## config.mk

```make
export PLATFORM = sky130hd
export DESIGN_NAME = sstc_core
export DESIGN_NICKNAME = d
export VERILOG_FILES = /design/src/hdl/sstc_pkg.sv /design/src/hdl/sstc_core.sv
export SDC_FILE = /design/constraint.sdc
export NUM_CORES = 2
export LEC_CHECK = 0
export ABC_AREA = 0
export BUFFER_PORTS_ARGS = -buffer_cell sky130_fd_sc_hd__buf_2
export CAP_MARGIN = 10
export CORE_MARGIN = 2
export CORE_UTILIZATION = 35
export DETAILED_ROUTE_END_ITERATION = 8
export GPL_TIMING_DRIVEN = 0
export PLACE_DENSITY = 0.54
export SLEW_MARGIN = 5
export SYNTH_ARGS = -nofsm -noshare
export SYNTH_HDL_FRONTEND = slang
export SYNTH_SLANG_ARGS = --single-unit
```

## constraint.sdc

```tcl
create_clock -name clock -period 8.6 [get_ports clock]
set_input_delay 1.29 -clock clock [delete_from_list [all_inputs] [get_ports clock]]
set_output_delay 1.29 -clock clock [all_outputs]
set_load 0.005 [all_outputs]
```

## src/hdl/sstc_pkg.sv

```systemverilog
package sstc_pkg;

  // core clock of this implementation
  localparam int unsigned CLK_KHZ        = 100000;
  // internal oscillators
  localparam int unsigned OSC_NORM_KHZ   = 4000;
  localparam int unsigned OSC_SLEEP_KHZ  = 192;
  localparam int unsigned OSC_TOL_PCT    = 15;
  localparam int unsigned NORM_DIV       = CLK_KHZ / OSC_NORM_KHZ;
  localparam int unsigned SLEEP_DIV      = CLK_KHZ / OSC_SLEEP_KHZ;

  // intervals in their own units (ns)
  localparam int unsigned ACTIVE_MIN_NS  = 250000;
  localparam int unsigned ACTIVE_TYP_NS  = 340000;
  localparam int unsigned ACTIVE_MAX_NS  = 450000;
  localparam int unsigned FUSE_NS        = 50000;
  localparam int unsigned WET_PULSE_NS   = 20000000;
  localparam int unsigned GLITCH_MIN_NS  = 5000;
  localparam int unsigned GLITCH_MAX_NS  = 18000;
  localparam int unsigned INT_DLY_NS     = 18500;
  localparam int unsigned DEBOUNCE_NS    = 1200000;
  localparam int unsigned INT_PULSE_NS   = 100000;

  // tick counts of the active oscillator (4 MHz tick = 250 ns)
  localparam int unsigned NORM_TICK_NS   = 1000000 / OSC_NORM_KHZ;
  localparam int unsigned SLEEP_TICK_NS  = 1000000 / OSC_SLEEP_KHZ;
  localparam int unsigned ACTIVE_TICKS   = ACTIVE_TYP_NS / NORM_TICK_NS;
  localparam int unsigned FUSE_TICKS     = FUSE_NS / NORM_TICK_NS;
  localparam int unsigned WET_TICKS      = WET_PULSE_NS / NORM_TICK_NS;
  localparam int unsigned GLITCH_TICKS   = (GLITCH_MIN_NS + GLITCH_MAX_NS) / 2 / NORM_TICK_NS;
  localparam int unsigned DEBOUNCE_TICKS = DEBOUNCE_NS / SLEEP_TICK_NS;
  localparam int unsigned INT_PULSE_TICKS = INT_PULSE_NS / NORM_TICK_NS;

  localparam int unsigned NUM_INPUTS     = 33;
  localparam int unsigned TW             = 17;

  typedef enum logic [4:0] {
    ST_RESET   = 5'h01,
    ST_LOCKOUT = 5'h02,
    ST_FUSE    = 5'h04,
    ST_NORMAL  = 5'h08,
    ST_SLEEP   = 5'h10
  } sstc_state_t;

  // supply comparator indications
  typedef struct packed {
    logic uv;
    logic ov;
  } sstc_supply_t;

  // serial port gating outputs
  typedef struct packed {
    logic miso_oe;
    logic cs_accept;
    logic frame_abort;
  } sstc_spi_gate_t;

endpackage

```

## src/hdl/sstc_core.sv

```systemverilog
// Overview of operation
// RULE1: leave lockout to normal mode within 250 to 450 us, 340 typical.
// RULE2: normal mode timing counts ticks of the nominal 4.0 MHz oscillator.
// RULE3: sleep mode timing counts ticks of the nominal 192 kHz oscillator.
// RULE4: pulsed wetting drives current for a 20 ms pulse in normal mode.
// RULE5: each input selects pulsed or continuous wetting.
// RULE6: input change accepted after 5 to 18 us filter; interrupt within 18.5 us.
// RULE7: in sleep, input change needs extra 1.2 ms debounce before waking.
// RULE8: interrupt output pulses low for 100 us on event or host request.
// RULE9: serial data output stays undriven during lockout.
// RULE10: chip-select ignored in lockout, no frame processed.
// RULE11: entering lockout mid-frame discards the frame.
// RULE12: sticky status bit reports that lockout occurred.
// RULE13: comparators and current sources off during lockout.
// RULE14: after reset release the device starts in lockout.
// RULE15: power-on reset sets a flag readable by the host.
// RULE16: reset returns settings to defaults and disables the serial port.
// RULE17: overvoltage limits current sources to about 2 mA, registers kept.
// RULE18: overvoltage clearing restores programmed currents automatically.
// RULE19: jump-start range sets no fault and changes nothing.
// RULE20: low-supply range keeps serial port and reporting normal.
// RULE21: a fuse-read state of about 50 us precedes normal mode; here ST_FUSE lasts the whole 340 us start-up.
// RULE22: wake output held low in normal mode.
// RULE23: sleep entered only by host serial command.
// RULE24: states reset, lockout, fuse, normal, sleep; supply flags synchronised.
// RULE25: timers count active oscillator ticks to nominal terminal counts.
`timescale 1ns/1ps
`default_nettype none
module sstc_core
  import sstc_pkg::*;
(
  // clock and reset
  input  wire logic                  clock,
  input  wire logic                  arst_n,
  // supply comparators (asynchronous)
  input  wire logic                  supply_uv,
  input  wire logic                  supply_ov,
  // host side
  input  wire logic                  cs_n,
  input  wire logic                  sleep_cmd,
  input  wire logic                  int_request,
  input  wire logic                  flags_clear,
  // switch inputs and wetting selection
  input  wire logic [NUM_INPUTS-1:0] switch_raw,
  input  wire logic [NUM_INPUTS-1:0] wet_pulsed_sel,
  // serial gating
  output logic                       miso_oe,
  output logic                       cs_accept,
  output logic                       frame_abort,
  // status
  output logic [4:0]                 supply_state,
  output logic                       uv_seen,
  output logic                       por_flag,
  output logic                       defaults_load,
  // analog control and filtered switch state
  output logic                       comparators_on,
  output logic                       current_limit,
  output logic [NUM_INPUTS-1:0]      wet_on,
  output logic [NUM_INPUTS-1:0]      switch_state,
  // pins
  output logic                       int_n,
  output logic                       wake_n
);

  function automatic logic agree(input logic [2:0] s);
    return s[1] == s[2];
  endfunction

  function automatic logic is_awake(input sstc_state_t s);
    return s == ST_NORMAL || s == ST_SLEEP;
  endfunction

  // three-stage synchronisers for supply, chip-select, interrupt request and switch inputs
  logic [2:0] uv_s, ov_s, cs_s, rq_s;
  logic [2:0] sw_s [NUM_INPUTS];
  logic       uv_q, ov_q, cs_q, rq_q;
  logic       next_uv_q, next_ov_q, next_cs_q, next_rq_q;

  always_comb begin
    next_uv_q = agree(uv_s) ? uv_s[2] : uv_q; // RULE24
    next_ov_q = agree(ov_s) ? ov_s[2] : ov_q;
    next_cs_q = agree(cs_s) ? cs_s[2] : cs_q;
    next_rq_q = agree(rq_s) ? rq_s[2] : rq_q;
  end

  always_ff @(posedge clock or negedge arst_n) begin
    if (!arst_n) begin
      uv_s <= 3'h7;
      ov_s <= 3'h0;
      cs_s <= 3'h7;
      rq_s <= 3'h0;
      uv_q <= 1'b1;
      ov_q <= 1'b0;
      cs_q <= 1'b1;
      rq_q <= 1'b0;
    end else begin
      uv_s <= {uv_s[1:0], supply_uv};
      ov_s <= {ov_s[1:0], supply_ov};
      cs_s <= {cs_s[1:0], cs_n};
      rq_s <= {rq_s[1:0], int_request};
      uv_q <= next_uv_q;
      ov_q <= next_ov_q;
      cs_q <= next_cs_q;
      rq_q <= next_rq_q;
    end
  end

  // oscillator ticks: 4 MHz in normal, 192 kHz in sleep
  sstc_state_t state, next_state;
  logic [9:0]  div, next_div;
  logic        tick, next_tick;
  logic [TW-1:0] tmr, next_tmr;
  logic          ev, wake_ev;

  always_comb begin
    next_div  = div + 10'h001;
    next_tick = 1'b0;
    if (state == ST_SLEEP ? (div >= 10'(SLEEP_DIV - 1)) : (div >= 10'(NORM_DIV - 1))) begin // RULE2 RULE3
      next_div  = 10'h000;
      next_tick = 1'b1;
    end
  end

  // supply state machine
  always_comb begin
    next_state = state;
    next_tmr   = tmr;
    unique case (state)
      ST_RESET: next_state = ST_LOCKOUT; // RULE14
      ST_LOCKOUT: begin
        next_tmr = '0;
        if (!uv_q) next_state = ST_FUSE;
      end
      ST_FUSE: begin
        // fuse read then remaining start-up, 340 us total
        if (tick) next_tmr = tmr + TW'(1); // RULE25
        if (tmr >= TW'(ACTIVE_TICKS - 1) && tick) next_state = ST_NORMAL; // RULE1 RULE21
      end
      ST_NORMAL: if (sleep_cmd) next_state = ST_SLEEP; // RULE23
      ST_SLEEP: begin
        // debounced switch change wakes the core
        if (wake_ev) next_state = ST_NORMAL; // RULE7
      end
      default: next_state = ST_LOCKOUT;
    endcase
    if (uv_q && state != ST_RESET) next_state = ST_LOCKOUT; // RULE11
    if (uv_q) next_tmr = '0;
  end

  // switch filtering and wetting
  logic [NUM_INPUTS-1:0] sw_f, next_sw_f;
  logic [12:0]           flt [NUM_INPUTS];
  logic [12:0]           next_flt [NUM_INPUTS];
  logic [TW-1:0]         wet [NUM_INPUTS];
  logic [TW-1:0]         next_wet [NUM_INPUTS];
  logic [NUM_INPUTS-1:0] next_wet_on;

  always_comb begin
    ev = 1'b0;
    wake_ev = 1'b0;
    next_sw_f = sw_f;
    for (int i = 0; i < NUM_INPUTS; i++) begin
      next_flt[i] = '0;
      next_wet[i] = wet[i];
      if (is_awake(state)) begin
        if (agree(sw_s[i]) && sw_s[i][2] != sw_f[i]) begin
          next_flt[i] = flt[i] + (tick ? 13'h0001 : 13'h0000);
          if (state == ST_NORMAL && flt[i] >= 13'(GLITCH_TICKS)) begin // RULE6
            next_sw_f[i] = sw_s[i][2];
            next_flt[i] = '0;
            ev = 1'b1;
          end
          if (state == ST_SLEEP && flt[i] >= 13'(DEBOUNCE_TICKS)) begin // RULE7
            next_sw_f[i] = sw_s[i][2];
            next_flt[i] = '0;
            wake_ev = 1'b1;
          end
        end
      end
      if (state != ST_NORMAL) next_wet[i] = '0;
      else if (ev && next_sw_f[i] != sw_f[i]) next_wet[i] = TW'(WET_TICKS); // RULE4
      else if (tick && wet[i] != '0) next_wet[i] = wet[i] - TW'(1);
    end
  end

  // interrupt pulse and flags
  logic [8:0] ip, next_ip;
  logic       rq_d, next_uv_seen, next_por_flag;

  always_comb begin
    next_ip = ip;
    // a wake event also raises the pulse, on its way back to normal
    if ((state == ST_NORMAL && (ev || (rq_q && !rq_d))) || wake_ev) begin
      next_ip = 9'(INT_PULSE_TICKS); // RULE8
    end else if (tick && ip != '0) begin
      next_ip = ip - 9'h001;
    end
    next_uv_seen  = (uv_q && state != ST_RESET) || (uv_seen && !flags_clear); // RULE12
    next_por_flag = por_flag && !flags_clear; // RULE15
  end

  // registered outputs, next values
  logic                  next_defaults_load;
  logic                  next_miso_oe;
  logic                  next_cs_accept;
  logic                  next_frame_abort;
  logic [4:0]            next_supply_state;
  logic                  next_comparators_on;
  logic                  next_current_limit;
  logic                  next_int_n;
  logic                  next_wake_n;

  always_comb begin
    next_defaults_load  = state == ST_RESET; // RULE16
    next_miso_oe        = next_state == ST_NORMAL && !cs_q; // RULE9 RULE20
    next_cs_accept      = next_state == ST_NORMAL && !cs_q; // RULE10
    next_frame_abort    = uv_q && !cs_q; // RULE11
    next_supply_state   = next_state;
    next_comparators_on = is_awake(next_state); // RULE13
    next_current_limit  = ov_q && next_state == ST_NORMAL; // RULE17 RULE18 RULE19
    next_int_n          = !(next_ip != '0 || state == ST_RESET || state == ST_LOCKOUT ||
                            state == ST_FUSE); // RULE8
    next_wake_n         = next_state != ST_NORMAL; // RULE22
    // follows next_state so that lockout and sleep cut the sources at once
    for (int i = 0; i < NUM_INPUTS; i++) begin
      // pulsed: only while timer runs; continuous: throughout normal mode
      next_wet_on[i] = next_state == ST_NORMAL &&
                       (wet_pulsed_sel[i] ? wet[i] != '0 : 1'b1); // RULE5 RULE13
    end
  end

  // supply state, divider and start-up timer
  always_ff @(posedge clock or negedge arst_n) begin
    if (!arst_n) begin
      state <= ST_RESET;
      div   <= '0;
      tick  <= 1'b0;
      tmr   <= '0;
    end else begin
      state <= next_state;
      div   <= next_div;
      tick  <= next_tick;
      tmr   <= next_tmr;
    end
  end

  // switch synchronisers, filters and wetting timers
  always_ff @(posedge clock or negedge arst_n) begin
    if (!arst_n) begin
      sw_f <= '0;
      for (int i = 0; i < NUM_INPUTS; i++) begin
        sw_s[i] <= 3'h0;
        flt[i]  <= '0;
        wet[i]  <= '0;
      end
    end else begin
      sw_f <= next_sw_f;
      for (int i = 0; i < NUM_INPUTS; i++) begin
        sw_s[i] <= {sw_s[i][1:0], switch_raw[i]};
        flt[i]  <= next_flt[i];
        wet[i]  <= next_wet[i];
      end
    end
  end

  // interrupt timer and status flags
  always_ff @(posedge clock or negedge arst_n) begin
    if (!arst_n) begin
      ip       <= '0;
      rq_d     <= 1'b0;
      uv_seen  <= 1'b0;
      por_flag <= 1'b1; // RULE15
    end else begin
      ip       <= next_ip;
      rq_d     <= rq_q;
      uv_seen  <= next_uv_seen;
      por_flag <= next_por_flag;
    end
  end

  // top-level outputs
  always_ff @(posedge clock or negedge arst_n) begin
    if (!arst_n) begin
      defaults_load  <= 1'b1; // RULE16
      miso_oe        <= 1'b0;
      cs_accept      <= 1'b0;
      frame_abort    <= 1'b0;
      supply_state   <= ST_RESET;
      comparators_on <= 1'b0;
      current_limit  <= 1'b0;
      wet_on         <= '0;
      switch_state   <= '0;
      int_n          <= 1'b0;
      wake_n         <= 1'b1;
    end else begin
      defaults_load  <= next_defaults_load;
      miso_oe        <= next_miso_oe;
      cs_accept      <= next_cs_accept;
      frame_abort    <= next_frame_abort;
      supply_state   <= next_supply_state;
      comparators_on <= next_comparators_on;
      current_limit  <= next_current_limit;
      wet_on         <= next_wet_on;
      switch_state   <= next_sw_f;
      int_n          <= next_int_n;
      wake_n         <= next_wake_n;
    end
  end

endmodule
`default_nettype wire

```

==> impl_metrics.yaml <==
hold_path:
  min_path_type: "reg -> reg"
pwr:
  p_leak_nw: 27.20
  ir_worst_vdd_uv: 183.3
  total_power_mw: 12.21
  p_per_area_nw_per_um2: 191.0
clock_tree:
  cts_buffers: 141
  ctsRootBufferMaster: "clkbuf_16"
  clock_latency_ns: 0.77
  htree_levels: 4
  cts_setup_buffers: 0
  cts.sinks: 1223
  cts_tree: "done"
  ctsResizeCount: 0
  clk_path_buf_depth: 3
  cts_hold_buf: 0
  path_clk_slew_ns: 0.06
yosys:
  synth_top_cell_by_area: "dfrtp_1"
  synth_edf_count: 0
  async_flop_share_pct: 100.0
  yosysTopAreaCellShare_pct: 55.26
  ys_seq_area_share_pct: 55.84
  ys.flop_type: "dfrtp_1"
  synthCells: 5361
  yosys_warnings: 0
  avgSynthCellArea_um2: 10.23
  synth_cell_types: 92
  synth_area_um2: 54840
  netlist_top_cells_area: "dfrtp_1, nor2_1, xnor2_1"
  synth_seq_cells: 1223
finish:
  final_common_cell: "dfrtp_1"
  area_delta_synth_final_pct: 16.56
  drive_above_1_share_pct: 8.842
  layout_common_cells: "dfrtp_1, nor2_1, xnor2_1, nand2_1, a21oi_1"
  post-route-util_pct: 41.02
  num-nets-final: 6018
  fin_area_um2: 63920
  stdcell_count: 8008
floorplan:
  core_um2: 155800
  die_h_um: 399.8
  initial_core_util_pct: 35.19
  die_w_um: 399.8
  num_rows: 145
  dieArea_um2: 159900
  ioPinCount: 155
global_routing:
  grt_first_pass_wirelength_um: 217400
  grt_max_degree: 161
  grt_overflow: 0
  antenna_found_initial: 7
  grt_pass1_vias: 38610
  grtUsageTotal_pct: 17.30
sta:
  slew_headroom_pct: 17.66
  worst_slack_ns: 3.172
  finalHoldViolations: 0
  finalCritPeriodShare_pct: 63.11
  whs_ns: 0.3372
  worstMarginPinSlew_ns: 1.230
  grt_setup_unrepaired: "no"
  setup_tns_ns: 0
  min_period_ns: 5.428
  fmax_mhz: 184.2
  worst_clock_skew_ns: 0.02538
  setup_violations: 0
  drv_slew: 0
setup_path:
  r2r.worst_path.cells: 10
  cp_top_family: "simple AND/OR/NAND/NOR gates"
  critical_path_class: "reg -> reg"
  rrSetupSlack_ns: 3.17
  slowest_delay_ns: 0.87
  cp_slowest_cell: "nor3_1"
  crit_arrival_ns: 6.00
  crit_fanout: 10
  crit_required_ns: 9.18
  endpoint_kind: "register"
  critical_path_buf_inv_count: 3
  path_depth: 10
  r2r-end: "int_n"
  crit_start: "supply_state[4]"
  endpoint: "int_n"
  crit-reg2reg-launch: "supply_state[4]"
  startpoint_type: "register"
  crit_chain: "buf_2, or3b_2, nor3_1, buf_2, buf_4, nand3_1, o2111ai_1, nor3_1, a31oi_2, nor4_1"
placement:
  gpl.final_weighted_congestion: 0.8136
  io_buffers: 154
  place_inst: 7756
  place_area_um2: 59210
  place_ws_ns: 3.145
  hpwl_um: 93930
drt:
  drt_wl_total_um: 136100
  initialDrtViolationCount: 2444
  vias: 39450
  first_pass_iters: 5
  wire_per_inst_um: 16.99
  drc: 0
  antenna_left: 0
  vias_per_cell: 4.926
status:
  status: "completed"
job:
  cap_violations: 0
## worst reg2reg max path, stage by stage (launching register included)
cell and delay [ns]:
dfrtp_1 0.46, buf_2 0.21, or3b_2 0.51, nor3_1 0.87, buf_2 0.58, buf_4 0.39
nand3_1 0.71, o2111ai_1 0.49, nor3_1 0.18, a31oi_2 0.56, nor4_1 0.28
## per-layer routing
metal	GRT usage, %	part of all wire (%)
met5	0	0
met4	4.330	2.0
met3	3.255	4.3
met2	27.31	45
met1	24.43	48
## synthesized netlist by cell type, drive strengths merged, types with 13 or more instances
master and count:
or4 64, nor2b 35, and2 25, clkbuf 96, nand3 204, xor2 261, a31oi 26, nor4 96
a221oi 18, inv 169, buf 43, nand3b 15, nand2b 71, o22ai 26, a211oi 68, nor2 922
o211ai 29, nor3b 26, o21ai 128, dfrtp 1211, nand2 355, o2111ai 20, nor4b 13, xnor2 371
ha 103, o41a 14, or2 37, nor3 200, o31ai 27, or3 121, and3 35, o41ai 26
a21oi 302, nand4 63
## report_power, final
group	internal, mW	leakage [nW]	switching, mW
Combinational	0.0524	8.49	0.182
Clock	3.68	2.31	2.43
Sequential	5.83	16.4	0.0351
Total	9.56	27.2	2.65
## sequential cells by signal, summed over array words and instances, names as in the netlist, 3 cells and up
| name | cells |
|---|---|
| cs_s | 3 |
| div | 10 |
| flt | 429 |
| ip | 9 |
| ov_s | 3 |
| rq_s | 3 |
| supply_state | 5 |
| sw_s | 99 |
| switch_state | 33 |
| tmr | 17 |
| uv_s | 3 |
| wet | 561 |
| wet_on | 33 |
## worst min-delay path by stage
stage               startpoint       end  slack, ns  cells past startpoint
detailed placement    sw_s[84]  sw_s[85]       0.33                      0
global route          sw_s[93]  sw_s[94]       0.35                      0
floorplan              ov_s[0]   ov_s[1]       0.33                      0
global placement      sw_s[66]  sw_s[67]       0.33                      0
finish                sw_s[39]  sw_s[40]       0.34                      0
CTS                   sw_s[39]  sw_s[40]       0.34                      0
## logic make-up after synthesis
family | synth area share [%]
other | 0.006838
DFF | 55.84
AOI/OAI and AO/OA | 8.798
and+or+nand+nor | 20.46
buffers and inverters | 2.254
muxes | 0.1232
adders and majority gates | 2.423
xor gates and xnor gates | 10.09
## area by class of cell
type                    instances  area [µm²]
fillers                     15090       91920
flip-flops and latches       1223       30620
multi-input cells            3995       23640
clock buffers                 202        4105
well taps                    2058        2575
repair buffers                172        1129
inverters                     169       634.4
clock inverters                49       606.8
plain buffers                 139       603.1
diodes                          1       2.502
(Power assumes the default switching activity.)
